--- config.mk ---
export PLATFORM = sky130hd
export DESIGN_NAME = sisr_top
export DESIGN_NICKNAME = d
export VERILOG_FILES = /design/src/shared/sisr_pkg.sv /design/src/hdl/sisr_top.sv
export SDC_FILE = /design/constraint.sdc
export NUM_CORES = 1
export LEC_CHECK = 0
export BUFFER_PORTS_ARGS = -buffer_cell sky130_fd_sc_hd__clkbuf_2
export CAP_MARGIN = 20
export CORE_MARGIN = 5
export CORE_UTILIZATION = 40
export DETAILED_ROUTE_END_ITERATION = 10
export PLACE_DENSITY_LB_ADDON = 0.12
export SETUP_SLACK_MARGIN = 0.4
export SLEW_MARGIN = 20
export SYNTH_ARGS = -nofsm -noshare
export SYNTH_HDL_FRONTEND = slang
export SYNTH_SLANG_ARGS = --single-unit
--- constraint.sdc ---
create_clock -name clock -period 3.1 [get_ports clock]
set_input_delay 0.62 -clock clock [delete_from_list [all_inputs] [get_ports clock]]
set_output_delay 0.62 -clock clock [all_outputs]
set_load 0.03 [all_outputs]
--- src/shared/sisr_pkg.sv ---
`default_nettype none
package sisr_pkg;

    // ****************************************
    // Register map
    // ****************************************
    localparam logic [14:0] SETUP_ADDR      = 15'h0000;
    localparam logic [14:0] USER_CFG_ADDR   = 15'h0010;
    localparam logic [7:0]  SETUP_RESET     = 8'h30;
    localparam logic [7:0]  USER_CFG_RESET  = 8'h00;
    localparam int          SOFT_RESET_BIT  = 7;
    localparam int          ASCEND_BIT      = 5;
    localparam int          OUT_IND_BIT     = 4;
    localparam int          ADDR_HOLD_BIT   = 0;
    localparam logic [7:0]  SETUP_WMASK     = 8'h6F;

    // ****************************************
    // Timing
    // ****************************************
    localparam int          CLK_HZ          = 20000000;
    localparam int          RST_TIME_NS     = 750;
    localparam int          RST_CYC_CALC    = (RST_TIME_NS * (CLK_HZ / 1000000)) / 1000;
    localparam logic [5:0]  RST_CYCLES      = 6'((RST_CYC_CALC < 1) ? 1 : RST_CYC_CALC);

    // ****************************************
    // Types
    // ****************************************
    typedef struct packed {
        logic cs_n;
        logic sclk;
        logic sdi;
    } sisr_pins_t;

    typedef enum logic [3:0] {
        ST_IDLE = 4'b0001,
        ST_CMD  = 4'b0010,
        ST_DATA = 4'b0100,
        ST_RST  = 4'b1000
    } sisr_state_t;

endpackage
`default_nettype wire

--- src/hdl/sisr_top.sv ---
// Function
// - Writing one to bit 7 of setup register resets the whole chip and registers.
// - The reset bit clears itself, so it always reads back zero.
// - The soft reset sequence completes within 750 ns of the write.
// - Bit 5 selects streaming address decrement (0) or increment (1); resets to 1.
// - Bit 4 always reads one; read data always leaves on the serial output.
// - Setup register at address 0x0 holds 0x30 after power-up or reset.
// - Address-freeze bit in register 0x10 holds the streaming address fixed.
`default_nettype none
module sisr_top
    import sisr_pkg::*;
(
    input  wire logic        clock,
    input  wire logic        resetn,
    input  wire logic        spi_cs_n,
    input  wire logic        spi_sclk,
    input  wire logic        spi_sdi,
    output logic             spi_sdo,
    output logic             spi_sdo_oe,
    output logic             chip_reset_n,
    output logic             addr_ascend,
    output logic             addr_hold
);

    // ****************************************
    // Pin synchronisers
    // ****************************************
    sisr_pins_t meta_r, sync_r, prev_r;
    sisr_pins_t pins_in;

    assign pins_in = '{cs_n: spi_cs_n, sclk: spi_sclk, sdi: spi_sdi};

    always_ff @(posedge clock) begin
        if (!resetn) begin
            meta_r <= '{cs_n: 1'b1, sclk: 1'b0, sdi: 1'b0};
            sync_r <= '{cs_n: 1'b1, sclk: 1'b0, sdi: 1'b0};
            prev_r <= '{cs_n: 1'b1, sclk: 1'b0, sdi: 1'b0};
        end else begin
            meta_r <= pins_in;
            sync_r <= meta_r;
            prev_r <= sync_r;
        end
    end

    logic rise;
    logic fall;
    logic sel;

    // Each sclk phase spans several clocks, so edges are found from the synchronised copy alone.
    assign sel  = !sync_r.cs_n;
    assign rise = sel && sync_r.sclk && !prev_r.sclk;
    assign fall = sel && !sync_r.sclk && prev_r.sclk;

    // ****************************************
    // Transaction engine
    // ****************************************
    // Unmapped addresses read zero, so a host scanning the map never sees a stale shift value.
    function automatic logic [7:0] read_mux(input logic [14:0] a, input logic [7:0] setup, input logic [7:0] ucfg);
        logic [7:0] v;
        v = 8'h00;
        if (a == SETUP_ADDR) begin
            v = setup;
            v[SOFT_RESET_BIT] = 1'b0;
            v[OUT_IND_BIT] = 1'b1;
        end else if (a == USER_CFG_ADDR) begin
            v = ucfg;
        end
        return v;
    endfunction

    // The freeze bit wins over the direction bit, so one location can be filled or drained in one frame.
    function automatic logic [14:0] step_addr(input logic [14:0] a, input logic hold, input logic up);
        logic [14:0] n;
        n = a;
        if (hold) begin
            n = a;
        end else if (up) begin
            n = a + 15'h0001;
        end else begin
            n = a - 15'h0001;
        end
        return n;
    endfunction

    sisr_state_t state_r, state_nxt;
    logic [3:0]  cnt_r, cnt_nxt;
    logic        rw_r, rw_nxt;
    logic [14:0] addr_r, addr_nxt;
    logic [7:0]  sh_r, sh_nxt;
    logic [7:0]  setup_r, setup_nxt;
    logic [7:0]  ucfg_r, ucfg_nxt;
    logic [5:0]  rcnt_r, rcnt_nxt;
    logic        sdo_r, sdo_nxt;
    logic        oe_r, oe_nxt;

    // ****************************************
    // Next-state logic
    // ****************************************
    always_comb begin
        state_nxt = state_r;
        cnt_nxt   = cnt_r;
        rw_nxt    = rw_r;
        addr_nxt  = addr_r;
        sh_nxt    = sh_r;
        setup_nxt = setup_r;
        ucfg_nxt  = ucfg_r;
        rcnt_nxt  = rcnt_r;
        sdo_nxt   = sdo_r;
        oe_nxt    = sel && rw_r && (state_r == ST_DATA);
        case (state_r)
            ST_IDLE: begin
                cnt_nxt = 4'h0;
                if (sel) begin
                    state_nxt = ST_CMD;
                end
            end
            ST_CMD: begin
                if (!sel) begin
                    state_nxt = ST_IDLE;
                end else if (rise) begin
                    if (cnt_r == 4'h0) begin
                        rw_nxt = sync_r.sdi;
                    end else begin
                        addr_nxt = {addr_r[13:0], sync_r.sdi};
                    end
                    cnt_nxt = cnt_r + 4'h1;
                    if (cnt_r == 4'hF) begin
                        state_nxt = ST_DATA;
                        cnt_nxt   = 4'h0;
                        sh_nxt    = read_mux({addr_r[13:0], sync_r.sdi}, setup_r, ucfg_r);
                    end
                end
            end
            ST_DATA: begin
                if (!sel) begin
                    state_nxt = ST_IDLE;
                end else if (fall && rw_r) begin
                    sdo_nxt = sh_r[7];
                    sh_nxt  = {sh_r[6:0], 1'b0};
                end else if (rise) begin
                    if (!rw_r) begin
                        sh_nxt = {sh_r[6:0], sync_r.sdi};
                    end
                    cnt_nxt = {1'b0, cnt_r[2:0] + 3'h1};
                    if (cnt_r[2:0] == 3'h7) begin
                        cnt_nxt = 4'h0;
                        addr_nxt = step_addr(addr_r, ucfg_r[ADDR_HOLD_BIT], setup_r[ASCEND_BIT]);
                        if (!rw_r && addr_r == SETUP_ADDR) begin
                            // Only writable bits change; the indicator stays one.
                            setup_nxt = ({sh_r[6:0], sync_r.sdi} & SETUP_WMASK) | 8'h10;
                            // The reset bit was the first data bit and now sits in bit 6 of the shifter.
                            if (sh_r[6] == 1'b1) begin
                                state_nxt = ST_RST;
                                rcnt_nxt  = RST_CYCLES;
                            end
                        end else if (!rw_r && addr_r == USER_CFG_ADDR) begin
                            ucfg_nxt = {sh_r[6:0], sync_r.sdi};
                        end
                        if (rw_r) begin
                            sh_nxt = read_mux(addr_nxt, setup_r, ucfg_r);
                        end
                    end
                end
            end
            ST_RST: begin
                // Host traffic here is ignored; the host must stay quiet meanwhile.
                setup_nxt = SETUP_RESET;
                ucfg_nxt  = USER_CFG_RESET;
                sdo_nxt   = 1'b0;
                oe_nxt    = 1'b0;
                rcnt_nxt  = rcnt_r - 6'h01;
                if (rcnt_r == 6'h01) begin
                    state_nxt = ST_IDLE;
                end
            end
            default: begin
                state_nxt = ST_IDLE;
            end
        endcase
    end

    // ****************************************
    // State register
    // ****************************************
    always_ff @(posedge clock) begin
        if (!resetn) begin
            state_r <= ST_IDLE;
            cnt_r   <= 4'h0;
            rw_r    <= 1'b0;
            addr_r  <= 15'h0000;
            sh_r    <= 8'h00;
            setup_r <= SETUP_RESET;
            ucfg_r  <= USER_CFG_RESET;
            rcnt_r  <= 6'h00;
            sdo_r   <= 1'b0;
            oe_r    <= 1'b0;
        end else begin
            state_r <= state_nxt;
            cnt_r   <= cnt_nxt;
            rw_r    <= rw_nxt;
            addr_r  <= addr_nxt;
            sh_r    <= sh_nxt;
            setup_r <= setup_nxt;
            ucfg_r  <= ucfg_nxt;
            rcnt_r  <= rcnt_nxt;
            sdo_r   <= sdo_nxt;
            oe_r    <= oe_nxt;
        end
    end

    // ****************************************
    // Outputs
    // ****************************************
    assign spi_sdo      = sdo_r;
    assign spi_sdo_oe   = oe_r;
    assign chip_reset_n = (state_r != ST_RST);
    assign addr_ascend  = setup_r[ASCEND_BIT];
    assign addr_hold    = ucfg_r[ADDR_HOLD_BIT];

endmodule
`default_nettype wire

Word-level counts from Yosys, hierarchy flattened
Cells that the tools add are included.
- multipliers: 0
- $lt $le $gt $ge: 0
- reductions and logical operators: 30
- shifts and indexed selects: 0
- bitwise operators: 2
- muxes and demuxes: 72
- equality and inequality tests: 34
- add/subtract/negate cells: 5
- div/mod/pow operators: 0
- operators with widths (kind ; number):
    $mux W15 ; 14
    $mux W8 ; 19
    $mux W4 ; 17
    $eq A15 B5 Y1 const B ; 3
    $logic_not A15 Y1 ; 3
    $mux W6 ; 6
    $mux W7 ; 5
    $pmux W8 S2 ; 2
    $pmux W15 S2 ; 1
    $ne A2 B2 Y1 const B ; 11
    $reduce_and A6 Y1 ; 3
    $pmux W4 S4 ; 1
    $add A15 B1 Y15 const B ; 1
    $ne A3 B3 Y1 const B ; 5
    $sub A15 B1 Y15 const B ; 1
    $pmux W7 S2 ; 1
    $reduce_and A7 Y1 ; 2
    $pmux W4 S3 ; 1
    $pmux W6 S2 ; 1
    $logic_and A1 B1 Y1 ; 9
    $ne A3 B2 Y1 const B ; 3
    $reduce_and A9 Y1 ; 1
    $eq A4 B4 Y1 const B ; 2
    $ne A2 B1 Y1 const B ; 4
    other kinds (21) ; 27
- register bits after elaboration: 62
- output and inout bits: 5
- bits in latches: 0
- RAM bits: 0
- logic and storage cells: 160
- bits of input ports: 5
- bits in read-only memories: 0
- memories kept: 0

Depth between registers and ports, before layout
- depth after elaboration: 17
- mapped depth: 11
- mapped depth without buffers: 10

Worst setup path before layout
OpenSTA, ideal clock, no wires.
- kind: register to register
- start point: register setup_r[5]
- end point: register sh_r[3]
- setup time: 76 ps
- cell stages (with the launch flop): 11
- path buffers: 0
- period minus slack after synthesis: 3424 ps
- data required time: 3024 ps
- data arrival time: 3348 ps
- slack: -324 ps
- cell sequence: dfxtp_1 > inv_1 > ha_1 > and2_1 > a221oi_1 > nand2_1 > o311ai_1 > a21oi_1 > a2111oi_0 > nand4_1 > o21ai_0
- cells in the longest elaborated chain, start to end: 16
- elaborated cells on any way between the ends: 17
- those cells by class: eq/ne: 1; mux: 15; reduce/logical: 1
- RTL lines (element ; RTL line ; text):
    from (decl) ; sisr_top.sv:90 ; logic [7:0] setup_r, setup_nxt;
    from (signal assigned) ; sisr_top.sv:203 ; setup_r <= setup_nxt;
    $mux W15 (*) ; sisr_top.sv:77 ; end else if (up) begin
    $mux W15 (*) ; sisr_top.sv:75 ; if (hold) begin
    $mux W15 (*) ; sisr_top.sv:145 ; if (cnt_r[2:0] == 3'h7) begin
    $mux W15 (*) ; sisr_top.sv:140 ; end else if (rise) begin
    $mux W15 (*) ; sisr_top.sv:137 ; end else if (fall && rw_r) begin
    $mux W15 (*) ; sisr_top.sv:135 ; if (!sel) begin
    $mux W15 (*) ; sisr_top.sv:110 ; case (state_r)
    $eq A15 B5 Y1 ; sisr_top.sv:65 ; end else if (a == USER_CFG_ADDR) begin
    $mux W8 ; sisr_top.sv:65 ;
    $mux W8 (*) ; sisr_top.sv:61 ; if (a == SETUP_ADDR) begin
    $mux W8 (*) ; sisr_top.sv:159 ; if (rw_r) begin
    $mux W8 (*) ; sisr_top.sv:145 ;
    $mux W8 (*) ; sisr_top.sv:140 ;
    $mux W8 (*) ; sisr_top.sv:137 ;
    $mux W8 (*) ; sisr_top.sv:135 ;
    $pmux W8 S2 (*) ; sisr_top.sv:110 ;
    to (signal assigned) ; sisr_top.sv:202 ; sh_r <= sh_nxt;
    to (decl) ; sisr_top.sv:89 ; logic [7:0] sh_r, sh_nxt;
Mark *: on every way between the ends. The rest lies on a longest branch, timed or not. The select of a mux whose other input is x is not followed.
A chain may end at the register's enable or synchronous reset.

Worst setup path in the final report
Same ends and word-level chain as after synthesis.

==> impl_metrics.py <==
metrics = {
    "synthesis": {
        "synth_area_sq_um": 4200,
        "synthMuxAreaShare_pct": 4.38,
        "synth_compound_area_share_pct": 29.4,
        "synth_ff_type": "dfxtp_1",
        "yosysUniqueCellTypes": 67,
        "synth_top_family_by_area": "compound AO/OA/AOI/OAI gates",
        "async_flop_share_pct": 0,
        "synth_xor_area_share_pct": 1.25,
        "syn_inst": 541,
        "synth_adder_area_share_pct": 5.84,
        "yosys.area_share.simple_pct": 25.2,
        "ys_seq_area_share_pct": 29.1,
        "synth-edff-count": 0,
        "syn_area_per_cell_sq_um": 7.77,
        "ys_ff_latch": 61,
        "synth_nets": 565,
        "yosys_warnings": 0,
    },
    "clock_tree": {
        "cts_buffer_depth": 2,
        "numCtsBuffers": 9,
        "root_buffer": "clkbuf_8",
        "numClockSinks": 61,
        "cts_tree": "built",
        "clkLatencyLatePin_ns": 0.33,
        "clk_pin_slew_ns": 0.07,
        "htree_levels": 3,
    },
    "timing": {
        "min_period_ns": 2.90,
        "rsz0062_at_grt": "true",
        "fmax_mhz": 345,
        "worst_slack_ns": 0.198,
        "finalSetupViolCount": 0,
        "finalMaxSlewViolations": 0,
        "tightest_slew_ns": 0.905,
        "period_share_pct": 93.6,
        "finalHoldViolations": 0,
        "slew_headroom_pct": 39.7,
        "finClkSkew_ns": 0.00839,
    },
    "floorplanning": {
        "start_util_pct": 40.9,
        "num_io_pins": 10,
        "die_area_sq_um": 12700,
        "coreArea_sq_um": 10300,
        "fp.dieW_um": 113,
        "num_rows": 37,
        "die_h_um": 113,
    },
    "layout": {
        "area_delta_synth_final_pct": 26.7,
        "ff_latch_area_sq_um": 1230,
        "fillers": 1005,
        "final_common_cell": "nand2_1",
        "drive_above_1_share_pct": 27.4,
        "final_cell_mix": "nand2_1, buf_4, dfxtp_1",
        "multi_input_area_sq_um": 3140,
        "nets": 612,
        "antenna_cells": 0,
    },
    "job": {
        "maxCapViolations": 0,
    },
    "critical_path": {
        "cp.arrival_ns": 3.17,
        "ff2ff_setup_slack_ns": 0.20,
        "path_class": "reg2reg",
        "crit_fanout": 8,
        "endpoint_kind": "register",
        "reg2reg_from": "setup_r[5]",
        "rr_worst_depth": 13,
        "required_ns": 3.37,
        "r2r_end": "sh_r[3]",
        "start_kind": "register",
    },
    "grt": {
        "antenna_found_initial": 0,
        "grt_pass1_wl_um": 20700,
        "grt_usage_pct": 19.9,
        "grt_max_degree": 49,
        "grt_util_met2_pct": 31.7,
        "grt_pass1_vias": 4105,
        "grt_overflow": 0,
        "globalRoute.busiestLayer": "met2",
        "use_met1_pct": 27.4,
        "use_met3_pct": 2.80,
    },
    "routing": {
        "drc": 0,
        "routedWlPerCell_um": 17.4,
        "via_per_inst": 5.92,
        "antenna_left": 0,
        "firstDrtPassIters": 5,
        "wirelength_um": 12700,
        "drtIter0Drc": 296,
        "vias": 4312,
    },
    "power": {
        "swShare_pct": 23.8,
        "p_per_area_nw_per_um2": 279,
        "p_leak_uw": 0.00188,
        "internal-power_uw": 1130,
        "clockPowerShare_pct": 43.9,
        "power_uw": 1490,
        "seq_power_share_pct": 53.3,
        "pwr-share-comb_pct": 2.8,
        "p_switching_uw": 354,
        "peakVddDrop_v": 0.000238,
    },
    "hold_path": {
        "worstHoldPathType": "reg2reg",
        "min_path_cells": 1,
        "hold_end": "sync_r[2]",
        "hp-start": "meta_r[2]",
    },
    "place": {
        "numPortBuffers": 9,
        "gp_congestion": 0.881,
        "place_hpwl_um": 8850,
        "pre_cts_ws_ns": -0.0764,
    },
    "status": {
        "outcome": "completed",
    },
}
==> worst max-delay path, stage by stage (launching register included) <==
cell and delay (ns):
dfxtp_4 0.36, clkinvlp_4 0.11, buf_6 0.16, buf_4 0.14
ha_4 0.24, a211oi_4 0.24, o31ai_4 0.09, a211o_1 0.30
a221oi_2 0.25, mux2_4 0.35, nor2_4 0.15, nand4_1 0.14
buf_6 0.20, o21ai_1 0.11
==> routing by layer <==
layer | up-vias | part of all wire, %
met5 | - | 0
met2 | 97 | 46
met3 | 24 | 3.6
met1 | 2094 | 48
met4 | 0 | 2.3
li1 | 2097 | -
==> flip-flops by register name (all words and copies together), names as in the netlist <==
register / cells
state_r: 4
spi_sdo_oe: 1
ucfg_r: 8
cnt_r: 4
spi_sdo: 1
prev_r: 1
sh_r: 8
addr_r: 15
sync_r: 3
setup_r: 6
rw_r: 1
rcnt_r: 6
meta_r: 3
==> area by class of cell <==
class	count	area share [%]
Timing Repair Buffer	69	9.92
Clock inverter	3	0.400
Inverter	19	1.41
Multi-Input combinational cell	428	59.0
Tap cell	136	3.20
Sequential cell	61	23.2
Clock buffer	12	2.91
==> what timing repair did <==
item,CTS,global route
setup endpoints to repair,15,20
gates resized for setup,32,21
pin swaps,29,19
buffers inserted,12,6
hold buffers,0,0
==> cell usage after synthesis (9+ instances only) <==
library cell / n / area share (%)
nand2_1: 63 / 5.6
dfxtp_1: 61 / 29
o21ai_0: 50 / 6.0
a21oi_1: 40 / 4.8
nor2_1: 35 / 3.1
clkbuf_1: 27 / 2.4
inv_1: 19 / 1.7
ha_1: 18 / 5.4
nor2b_1: 16 / 2.4
a21boi_0: 15 / 2.7
mux2i_1: 15 / 3.6
nand3_1: 15 / 1.8
a31oi_1: 12 / 1.8
and2_1: 11 / 1.6
o211ai_1: 9 / 1.6
==> how the worst max path moves through the flow <==
stage                           from      end  slack, ns  depth (start not counted)
after floorplan           setup_r[5]  sh_r[3]       0.20                         11
after global placement    setup_r[5]  sh_r[3]      -0.05                         12
after detailed placement  setup_r[5]  sh_r[3]      -0.08                         12
after CTS                 setup_r[5]  sh_r[3]       0.20                         13
after global routing      setup_r[5]  sh_r[3]       0.02                         13
final                     setup_r[5]  sh_r[3]       0.20                         13
==> stage by stage <==
step           TNS, ns  std cells  util (%)  hold slack, ns  area, sq um
5_1_grt              0        728      51.8           0.448         5320
3_5_place_dp    -0.323        695      45.9           0.397         4710
6_report             0        728      51.8           0.407         5320
3_3_place_gp    -0.201        695      45.9           0.393         4710
4_1_cts              0        722      50.3           0.413         5160
2_1_floorplan        0        541         -           0.386         4310
==> power groups by stage <==
stage,clock [uW],combinational [uW],sequential (uW)
after floorplan,0,30.1,807
after global placement,0,39.5,811
after detailed placement,0,40.0,811
after CTS,671,40.5,793
after global routing,715,45.2,794
final,654,41.0,793
==> kinds of logic after synthesis <==
family,after synthesis
mux,18
xor+xnor,6
fa+ha+maj,19
simple gates,197
buf+inv,52
compound gates,188
flops,61
No activity file was read; power rests on OpenSTA's default activity.
